--- src/pkg/flash_crc_defines.svh ---
// Constants for the flash CRC check command sequencer.
// Assumes inclusion by the host controller and its pin cycle engine.
`ifndef FLASH_CRC_DEFINES_SVH
`define FLASH_CRC_DEFINES_SVH
`define UNLOCK1_WADDR 31'h0000555
`define UNLOCK2_WADDR 31'h00002AA
`define UNLOCK1_BADDR 31'h0000AAA
`define UNLOCK2_BADDR 31'h0000555
`define UNLOCK1_DATA 16'h00AA
`define UNLOCK2_DATA 16'h0055
`define EXTFN_DATA 16'h00EB
`define CRC_SUBOP_DATA 16'h0027
`define CNT_RANGE_WORD 16'h000A
`define CNT_RANGE_BYTE 16'h0015
`define CNT_ARRAY_WORD 16'h0004
`define CNT_ARRAY_BYTE 16'h0009
`define OPT_RANGE 16'hFFFE
`define OPT_ARRAY 16'hFFFF
`define RESERVED_DATA 16'h0000
`define CONFIRM_DATA 16'h0029
`define START_LO_WOFS 31'h0000005
`define STOP_LO_WOFS 31'h0000008
`define CRC_OFS_LAST 31'h0000004
`define RANGE_OFS_LAST 31'h000000A
`define ERR_BIT 5
`define READY_BIT 7
`define SETUP_NS 40
`define STROBE_NS 56
`define HOLD_NS 40
`define CLK_NS 8
`define SETUP_CYC ((`SETUP_NS + `CLK_NS - 1) / `CLK_NS)
`define STROBE_CYC ((`STROBE_NS + `CLK_NS - 1) / `CLK_NS)
`define HOLD_CYC ((`HOLD_NS + `CLK_NS - 1) / `CLK_NS)
`endif

--- src/pkg/flash_crc_pkg.sv ---
// Types for the flash CRC check command sequencer.
// Assumes the defines header is compiled alongside.
package flash_crc_pkg;
	typedef enum logic [1:0] {CYC_IDLE, CYC_SETUP, CYC_STROBE, CYC_HOLD}
		cyc_state_e;
	typedef enum logic [2:0] {SEQ_IDLE, SEQ_WRITE, SEQ_POLL, SEQ_WAIT,
		SEQ_DONE} seq_state_e;
endpackage

--- src/verilog/flash_crc_host.sv ---
// Host controller that issues the flash CRC check command and polls.
// Assumes a flash on asynchronous pins; data pins pass a synchroniser.
`timescale 1ns/1ps
`include "flash_crc_defines.svh"
// Operation
// RULE1: Two unlock writes then extended code.
// RULE2: Sub-opcode, count, option selects range or array.
// RULE3: Range count is 000Ah word, 15h byte.
// RULE4: Array count 0004h/09h, no address words.
// RULE5: Expected CRC as four words, offsets one-four.
// RULE6: Byte mode: low byte even, high next.
// RULE7: Start address words at offsets five, six.
// RULE8: Stop address after reserved; reserved as zero.
// RULE9: Device skips CRC when stop not above start.
// RULE10: Range addresses are byte addresses always.
// RULE11: Confirm 29h starts check; host polls ready.
// RULE12: Mismatch drives error status bit five high.
// RULE13: Device uses the standard 64-bit polynomial.
// RULE14: Device feeds data LSB first, zero init.
// RULE15: Device reports pass or fail by polling.
// RULE16: First CRC word is least significant.
module flash_crc_host
	import flash_crc_pkg::*;
(
	input wire logic clk,
	input wire logic arst_n,
	input wire logic cmdStart,
	input wire logic rangeMode,
	input wire logic byteMode,
	input wire logic [63:0] expectedCrc,
	input wire logic [31:0] startAddr,
	input wire logic [31:0] stopAddr,
	input wire logic [15:0] dqIn,
	output logic [30:0] flashAddr,
	output logic [15:0] dqOut,
	output logic dqOe,
	output logic ceN,
	output logic weN,
	output logic oeN,
	output logic busy,
	output logic doneP,
	output logic checkErrorFlag
);
	seq_state_e state_q;
	logic [4:0] step_q;
	logic half_q;
	logic range_q;
	logic byte_q;
	logic [63:0] crc_q;
	logic [31:0] start_q;
	logic [31:0] stop_q;
	logic [15:0] dqMeta_q;
	logic [15:0] dqSync_q;
	logic cycStart_q;
	logic cycWrite_q;
	logic [30:0] cycAddr_q;
	logic [15:0] cycData_q;
	logic cycDone;
	logic [15:0] cycRd;
	logic [15:0] wordVal;
	logic [30:0] wordAddr;
	logic [4:0] lastStep;

	// -------------------------------------------------
	// Data pin synchroniser.
	// -------------------------------------------------
	always_ff @(posedge clk or negedge arst_n) begin
		if (!arst_n) begin
			dqMeta_q <= 16'h0;
			dqSync_q <= 16'h0;
		end else begin
			dqMeta_q <= dqIn;
			dqSync_q <= dqMeta_q;
		end
	end

	// -------------------------------------------------
	// Command word table.
	// -------------------------------------------------
	// Step 0..4 are the fixed prefix; 5.. are parameter words by offset.
	always_comb begin
		wordVal = `RESERVED_DATA;
		wordAddr = 31'h0;
		lastStep = range_q ? 5'(5 + `RANGE_OFS_LAST + 1)
			: 5'(5 + `CRC_OFS_LAST + 1);
		case (step_q)
			5'd0: begin
				wordVal = `UNLOCK1_DATA; // RULE1
				wordAddr = byte_q ? `UNLOCK1_BADDR : `UNLOCK1_WADDR;
			end
			5'd1: begin
				wordVal = `UNLOCK2_DATA; // RULE1
				wordAddr = byte_q ? `UNLOCK2_BADDR : `UNLOCK2_WADDR;
			end
			5'd2: wordVal = `EXTFN_DATA; // RULE1
			5'd3: wordVal = `CRC_SUBOP_DATA; // RULE2
			5'd4: begin
				if (range_q) begin
					wordVal = byte_q ? `CNT_RANGE_BYTE
						: `CNT_RANGE_WORD; // RULE3
				end else begin
					wordVal = byte_q ? `CNT_ARRAY_BYTE
						: `CNT_ARRAY_WORD; // RULE4
				end
			end
			5'd5: wordVal = range_q ? `OPT_RANGE : `OPT_ARRAY; // RULE2
			5'd6: wordVal = crc_q[15:0]; // RULE5 RULE16
			5'd7: wordVal = crc_q[31:16]; // RULE5
			5'd8: wordVal = crc_q[47:32]; // RULE5
			5'd9: wordVal = crc_q[63:48]; // RULE5
			5'd10: wordVal = start_q[15:0]; // RULE7 RULE10
			5'd11: wordVal = start_q[31:16]; // RULE7
			5'd13: wordVal = stop_q[15:0]; // RULE8
			5'd14: wordVal = stop_q[31:16]; // RULE8
			default: wordVal = `RESERVED_DATA; // RULE8
		endcase
		if (step_q == lastStep) begin
			wordVal = `CONFIRM_DATA; // RULE11
		end else if (step_q >= 5'd5 && step_q < lastStep) begin
			wordAddr = 31'(step_q - 5'd5);
		end
	end

	// -------------------------------------------------
	// Sequence control and parameter capture.
	// -------------------------------------------------
	always_ff @(posedge clk or negedge arst_n) begin
		if (!arst_n) begin
			state_q <= SEQ_IDLE;
			step_q <= 5'h0;
			half_q <= 1'b0;
			range_q <= 1'b0;
			byte_q <= 1'b0;
			crc_q <= 64'h0;
			start_q <= 32'h0;
			stop_q <= 32'h0;
			cycStart_q <= 1'b0;
			cycWrite_q <= 1'b0;
			cycAddr_q <= 31'h0;
			cycData_q <= 16'h0;
			busy <= 1'b0;
			doneP <= 1'b0;
			checkErrorFlag <= 1'b0;
		end else begin
			cycStart_q <= 1'b0;
			doneP <= 1'b0;
			case (state_q)
				SEQ_IDLE: begin
					if (cmdStart) begin
						range_q <= rangeMode;
						byte_q <= byteMode;
						crc_q <= expectedCrc;
						start_q <= startAddr;
						stop_q <= stopAddr;
						step_q <= 5'h0;
						half_q <= 1'b0;
						busy <= 1'b1;
						checkErrorFlag <= 1'b0;
						state_q <= SEQ_WRITE;
					end
				end
				SEQ_WRITE: begin
					cycStart_q <= 1'b1;
					cycWrite_q <= 1'b1;
					// Byte mode splits each word from step 5 on except the confirm; prefix steps 0..4 are bytes.
					if (byte_q && step_q >= 5'd5 && step_q != lastStep) begin
						cycAddr_q <= {wordAddr[29:0], half_q}; // RULE6
						cycData_q <= half_q ? {8'h0, wordVal[15:8]}
							: {8'h0, wordVal[7:0]}; // RULE6
					end else begin
						cycAddr_q <= wordAddr;
						cycData_q <= byte_q ? {8'h0, wordVal[7:0]} : wordVal;
					end
					state_q <= SEQ_WAIT;
				end
				SEQ_WAIT: begin
					if (cycDone) begin
						if (!cycWrite_q) begin
							if (cycRd[`READY_BIT]) begin
								checkErrorFlag <= cycRd[`ERR_BIT]; // RULE12 RULE15
								busy <= 1'b0;
								doneP <= 1'b1;
								state_q <= SEQ_IDLE;
							end else begin
								state_q <= SEQ_POLL; // RULE11
							end
						end else if (byte_q && step_q >= 5'd5 && !half_q
							&& step_q != lastStep) begin
							half_q <= 1'b1;
							state_q <= SEQ_WRITE;
						end else if (step_q == lastStep) begin
							state_q <= SEQ_POLL;
						end else begin
							half_q <= 1'b0;
							step_q <= step_q + 5'h1;
							state_q <= SEQ_WRITE;
						end
					end
				end
				SEQ_POLL: begin
					cycStart_q <= 1'b1;
					cycWrite_q <= 1'b0;
					cycAddr_q <= 31'h0;
					state_q <= SEQ_WAIT;
				end
				default: state_q <= SEQ_IDLE;
			endcase
		end
	end

	flash_bus_cycle u_cycle (
		.clk(clk),
		.arst_n(arst_n),
		.start(cycStart_q),
		.isWrite(cycWrite_q),
		.addrIn(cycAddr_q),
		.dataIn(cycData_q),
		.dqSync(dqSync_q),
		.done(cycDone),
		.rdData(cycRd),
		.addr(flashAddr),
		.dqOut(dqOut),
		.dqOe(dqOe),
		.ceN(ceN),
		.weN(weN),
		.oeN(oeN)
	);
endmodule

--- src/verilog/flash_bus_cycle.sv ---
// Single asynchronous flash bus cycle engine, write or read.
// Assumes pin timing that fits the setup, strobe and hold counts.
`timescale 1ns/1ps
`include "flash_crc_defines.svh"
module flash_bus_cycle
	import flash_crc_pkg::*;
(
	input wire logic clk,
	input wire logic arst_n,
	input wire logic start,
	input wire logic isWrite,
	input wire logic [30:0] addrIn,
	input wire logic [15:0] dataIn,
	input wire logic [15:0] dqSync,
	output logic done,
	output logic [15:0] rdData,
	output logic [30:0] addr,
	output logic [15:0] dqOut,
	output logic dqOe,
	output logic ceN,
	output logic weN,
	output logic oeN
);
	cyc_state_e state_q;
	logic [3:0] cnt_q;
	logic wr_q;

	// -------------------------------------------------
	// Cycle sequencing: setup, strobe, hold.
	// -------------------------------------------------
	always_ff @(posedge clk or negedge arst_n) begin
		if (!arst_n) begin
			state_q <= CYC_IDLE;
			cnt_q <= 4'h0;
			wr_q <= 1'b0;
			done <= 1'b0;
			addr <= 31'h0;
			dqOut <= 16'h0;
			dqOe <= 1'b0;
			ceN <= 1'b1;
			weN <= 1'b1;
			oeN <= 1'b1;
			rdData <= 16'h0;
		end else begin
			done <= 1'b0;
			case (state_q)
				CYC_IDLE: begin
					if (start) begin
						state_q <= CYC_SETUP;
						cnt_q <= 4'(`SETUP_CYC);
						wr_q <= isWrite;
						addr <= addrIn;
						dqOut <= dataIn;
						dqOe <= isWrite;
						ceN <= 1'b0;
					end
				end
				CYC_SETUP: begin
					if (cnt_q <= 4'h1) begin
						state_q <= CYC_STROBE;
						cnt_q <= 4'(`STROBE_CYC);
						weN <= ~wr_q;
						oeN <= wr_q;
					end else begin
						cnt_q <= cnt_q - 4'h1;
					end
				end
				CYC_STROBE: begin
					if (cnt_q <= 4'h1) begin
						state_q <= CYC_HOLD;
						cnt_q <= 4'(`HOLD_CYC);
						weN <= 1'b1;
						oeN <= 1'b1;
						rdData <= dqSync;
					end else begin
						cnt_q <= cnt_q - 4'h1;
					end
				end
				CYC_HOLD: begin
					if (cnt_q <= 4'h1) begin
						state_q <= CYC_IDLE;
						ceN <= 1'b1;
						dqOe <= 1'b0;
						done <= 1'b1;
					end else begin
						cnt_q <= cnt_q - 4'h1;
					end
				end
				default: state_q <= CYC_IDLE;
			endcase
		end
	end
endmodule

--- config.mk ---
export PLATFORM = sky130hd
export DESIGN_NAME = flash_crc_host
export DESIGN_NICKNAME = d
export VERILOG_FILES = /design/src/pkg/flash_crc_pkg.sv /design/src/verilog/flash_crc_host.sv /design/src/verilog/flash_bus_cycle.sv
export VERILOG_INCLUDE_DIRS = /design/src /design/src/pkg
export SDC_FILE = /design/constraint.sdc
export NUM_CORES = 1
export LEC_CHECK = 0
export BUFFER_PORTS_ARGS = -buffer_cell sky130_fd_sc_hd__buf_2
export CAP_MARGIN = 40
export CORE_ASPECT_RATIO = 1.75
export CORE_MARGIN = 2
export CORE_UTILIZATION = 25
export CTS_CLUSTER_DIAMETER = 60
export CTS_CLUSTER_SIZE = 16
export DETAILED_ROUTE_END_ITERATION = 6
export SYNTH_ARGS = -nofsm -noshare
export SYNTH_HDL_FRONTEND = slang
export SYNTH_SLANG_ARGS = --single-unit
export TNS_END_PERCENT = 30
--- constraint.sdc ---
create_clock -name clk -period 2.85 [get_ports clk]
set_input_delay 0.7125 -clock clk [delete_from_list [all_inputs] [get_ports clk]]
set_output_delay 0.7125 -clock clk [all_outputs]
set_load 0.01 [all_outputs]
==> impl_metrics.csv <==
group,metric,value,unit
layout,seq_area,5380,um^2
run,cap_viol_max_count,0,
place,hpwl,23900,um
yosys,ys_async_sr_fraction,100,%
floorplanning,ios,203,
global_route,grt_max_degree,84,
setup_path,rr_worst_depth,9,
floorplanning,die-area,42300,um^2
yosys,synth_top_area_share,52.2,%
layout,multi_input_area,4350,um^2
sta,final.setup.tns,0,ns
sta,hold_slack,0.203,ns
sta,finalSetupViolations,0,
floorplanning,start_util,25.4,%
cts,cts_num_sinks,215,
global_route,antenna_found_initial,2,
yosys,yosys_warnings,0,
route,vias,7428,
setup_path,cp_max_fo,6,
route,wl,30900,um
sta,tightest_slew,0.569,ns
global_route,grt_pass1_vias,7770,
floorplanning,fp.dieH,271,um
yosys,yosysUniqueCellTypes,67,
place,port_buffers,188,
floorplanning,rows,97,
sta,fmax,0.377,GHz
global_route,grt.total_usage,14.6,%
layout,final_nets,1200,
sta,slew_headroom,62.0,%
sta,hold_viol,0,
cts,ctsResizeCount,0,
setup_path,cp_slowest_cell,"dfrtp_1",
setup_path,crit_arrival,3.04,ns
layout,layout.cells.non_filler,1538,
setup_path,cp-end-kind,"flip-flop",
floorplanning,die_x,156,um
floorplanning,core_area,40100,um^2
place,gp_congestion,0.887,
yosys,synth_edf_count,0,
yosys,synth-main-ff-cell,"dfrtp_1",
setup_path,crit_path_max_incr_delay,0.47,ns
route,vias_per_cell,4.83,
route,drtIter0Drc,468,
yosys,syn_nets,1008,
sta,skew,0.0178,ns
power,p_leak,5.62,nW
yosys,ys_seq_area_share,53.0,%
cts,cts_max_level,1,
status,status,"complete, but fails checks",
route,drcViolationCount,4,
yosys,netlist_area,10200,um^2
place,dp.cells,1505,
yosys,syn_area_per_cell,12.1,um^2
cts,postCtsSetupBuffers,0,
cts,cts_root_buf,"clkbuf_16",
route,drt-wirelength-per-cell,20.1,um
sta,layout_setup_ws,0.197,ns
status,violations,"design-rule violations",
layout,fillers,4099,
sta,rsz0062_at_grt,"no",
yosys,synth_seq_cells,215,
setup_path,cp_top_family,"compound AO/OA/AOI/OAI gates",
power,powerDensity,1120,nW/um^2
setup_path,critical_path_buf_inv_count,2,
global_route,grt_pass1_wl,47000,um
setup_path,startpoint_type,"flip-flop",
yosys,netlist_top_cells_area,"dfrtp_1 52%, mux2_2 18%, ha_1 2.6%, a22oi_1 1.7%, buf_4 1.7%",
sta,drv_slew,0,
setup_path,required,3.24,ns
setup_path,cp_cell_sequence,"inv_1 -> ha_1 -> buf_4 -> or3_1 -> a32oi_1 -> o31ai_1 -> nand3_1 -> nor2_1 -> a22o_1",
power,ir_drop,0.000538,V
cts,hold_buffers,0,
setup_path,path_depth,9,
hold_path,min_path_type,"input pin to async pin",
cts,clkTransAtPathRegs,0.08,ns
setup_path,crit_type,"flip-flop to flip-flop",
sta,period_share,93.1,%
sta,period_minus_slack,2.65,ns
cts,cts_made_buffers,18,
yosys,synth_top_area_cell,"dfrtp_1",
global_route,grt-ovfl-total,0,
layout,syn_to_final_growth,21.9,%
layout,fin_util,30.9,%
route,ant_nets,0,
place,dp_slack,0.307,ns
cts,worstSkewPairLatency,0.51,ns
yosys,syn_inst,838,
cts,cts_tree,"done",
route,drt_first_pass_iters,7,
cts,clk_path_buf_depth,3,
layout,drive_gt1_share,41.8,%
[layout by cell type (no fill, tap or decap), drive strengths merged, types with 4 or more instances in the layout]
cell type    n
nor2        45
inv         27
a21oi       31
nand4        7
a2111oi      5
a21o         5
buf        233
o2bb2ai     13
nor2b        7
xnor2        4
o22a         4
a32oi        9
nand2b      13
mux2       158
o21ai       32
a22oi       23
ha          21
a22o        14
a31oi        7
o22ai       10
a222oi       9
nand3       10
mux2i       11
nand2       35
nor3        15
clkbuf      30
dfrtp      212
and3         5
[power by group]
part	switching, mW	leakage, nW	internal (mW)	total [mW]
Sequential	0.961	2.63	4.50	5.46
Combinational	3.21	2.73	2.81	6.01
Clock	1.15	0.261	1.26	2.41
Total	5.32	5.62	8.56	13.9
[per-layer routing]
layer	track usage, %	up-vias	share of wire (%)
met3	1.94	58	4.3
met1	16.7	3704	38
met5	0	-	0
met2	26.2	224	53
met4	7.19	0	4.8
li1	-	3442	-
[sequential cells by signal, summed over array words and instances (netlist names), 2 cells and up]
name	flops
crc_q	64
start_q	32
stop_q	32
cycData_q	16
u_cycle.dqOut	16
cycAddr_q	11
u_cycle.addr	11
step_q	5
u_cycle.cnt_q	4
dqMeta_q	2
dqSync_q	2
state_q	2
u_cycle.rdData	2
u_cycle.state_q	2
[area by class of cell]
| cell class | count | area share [%] |
|---|---|---|
| diodes | 1 | 0.0202 |
| flip-flops and latches | 215 | 43.5 |
| well taps | 495 | 5.00 |
| clock buffers | 29 | 4.14 |
| multi-input cells | 534 | 35.1 |
| clock inverters | 3 | 0.242 |
| inverters | 27 | 0.818 |
| repair buffers | 234 | 11.2 |
[kinds of logic after synthesis]
kind of cell | synth area share [%]
fa+ha+maj | 2.59
buf+inv | 4.26
flops | 53.0
simple gates | 7.71
compound gates | 13.3
xor+xnor | 0.517
mux | 18.6
[synth_stat cells, types with 3 or more instances]
cell         n
nor2_1      41
a2111oi_0    3
dfrtp_1    212
nand2b_1    13
and2_1       3
clkbuf_1    25
nor2b_1      6
o22ai_1      9
nand3_1     10
nor3_1      12
or2_2        3
a22oi_1     23
nand4_1      7
o22a_1       4
a222oi_1     9
nand3b_1     3
o21ai_1      3
dfstp_2      3
buf_4       23
o21ai_0     29
buf_2       10
a31oi_1      6
o2bb2ai_1   13
mux2i_1     11
inv_1       25
mux2_2     158
nor2_2       3
o31ai_1      3
ha_1        21
and3_1       5
a21o_1       5
buf_1        4
nand2_1     35
a21oi_1     31
nor4_1       3
a22o_1      14
xnor2_1      4
a32oi_1      9
[worst paths after layout]
path / from / endpoint / slack, ns
min: arst_n / u_cycle.dqOut[8]$_DFFE_PN0P_ / 0.20
max: step_q[1]$_DFFE_PN0P_ / cycData_q[13]$_DFFE_PN0N_ / 0.20
min in group clk: dqIn[7] / dqMeta_q[7]$_DFF_PN0_ / 0.34
max reg2reg: step_q[1]$_DFFE_PN0P_ / cycData_q[13]$_DFFE_PN0N_ / 0.20
min reg2reg: dqMeta_q[5]$_DFF_PN0_ / dqSync_q[5]$_DFF_PN0_ / 0.36
max in group asynchronous: arst_n / u_cycle.oeN$_DFFE_PN1P_ / 1.96
[through the flow]
step           area (um^2)  total power, mW
2_1_floorplan        10200             9.44
4_1_cts              12400             14.0
5_1_grt              12400             14.9
3_5_place_dp         11800             11.5
6_report             12400             13.9
3_3_place_gp         11800             11.4
(Power assumes the default switching activity.)
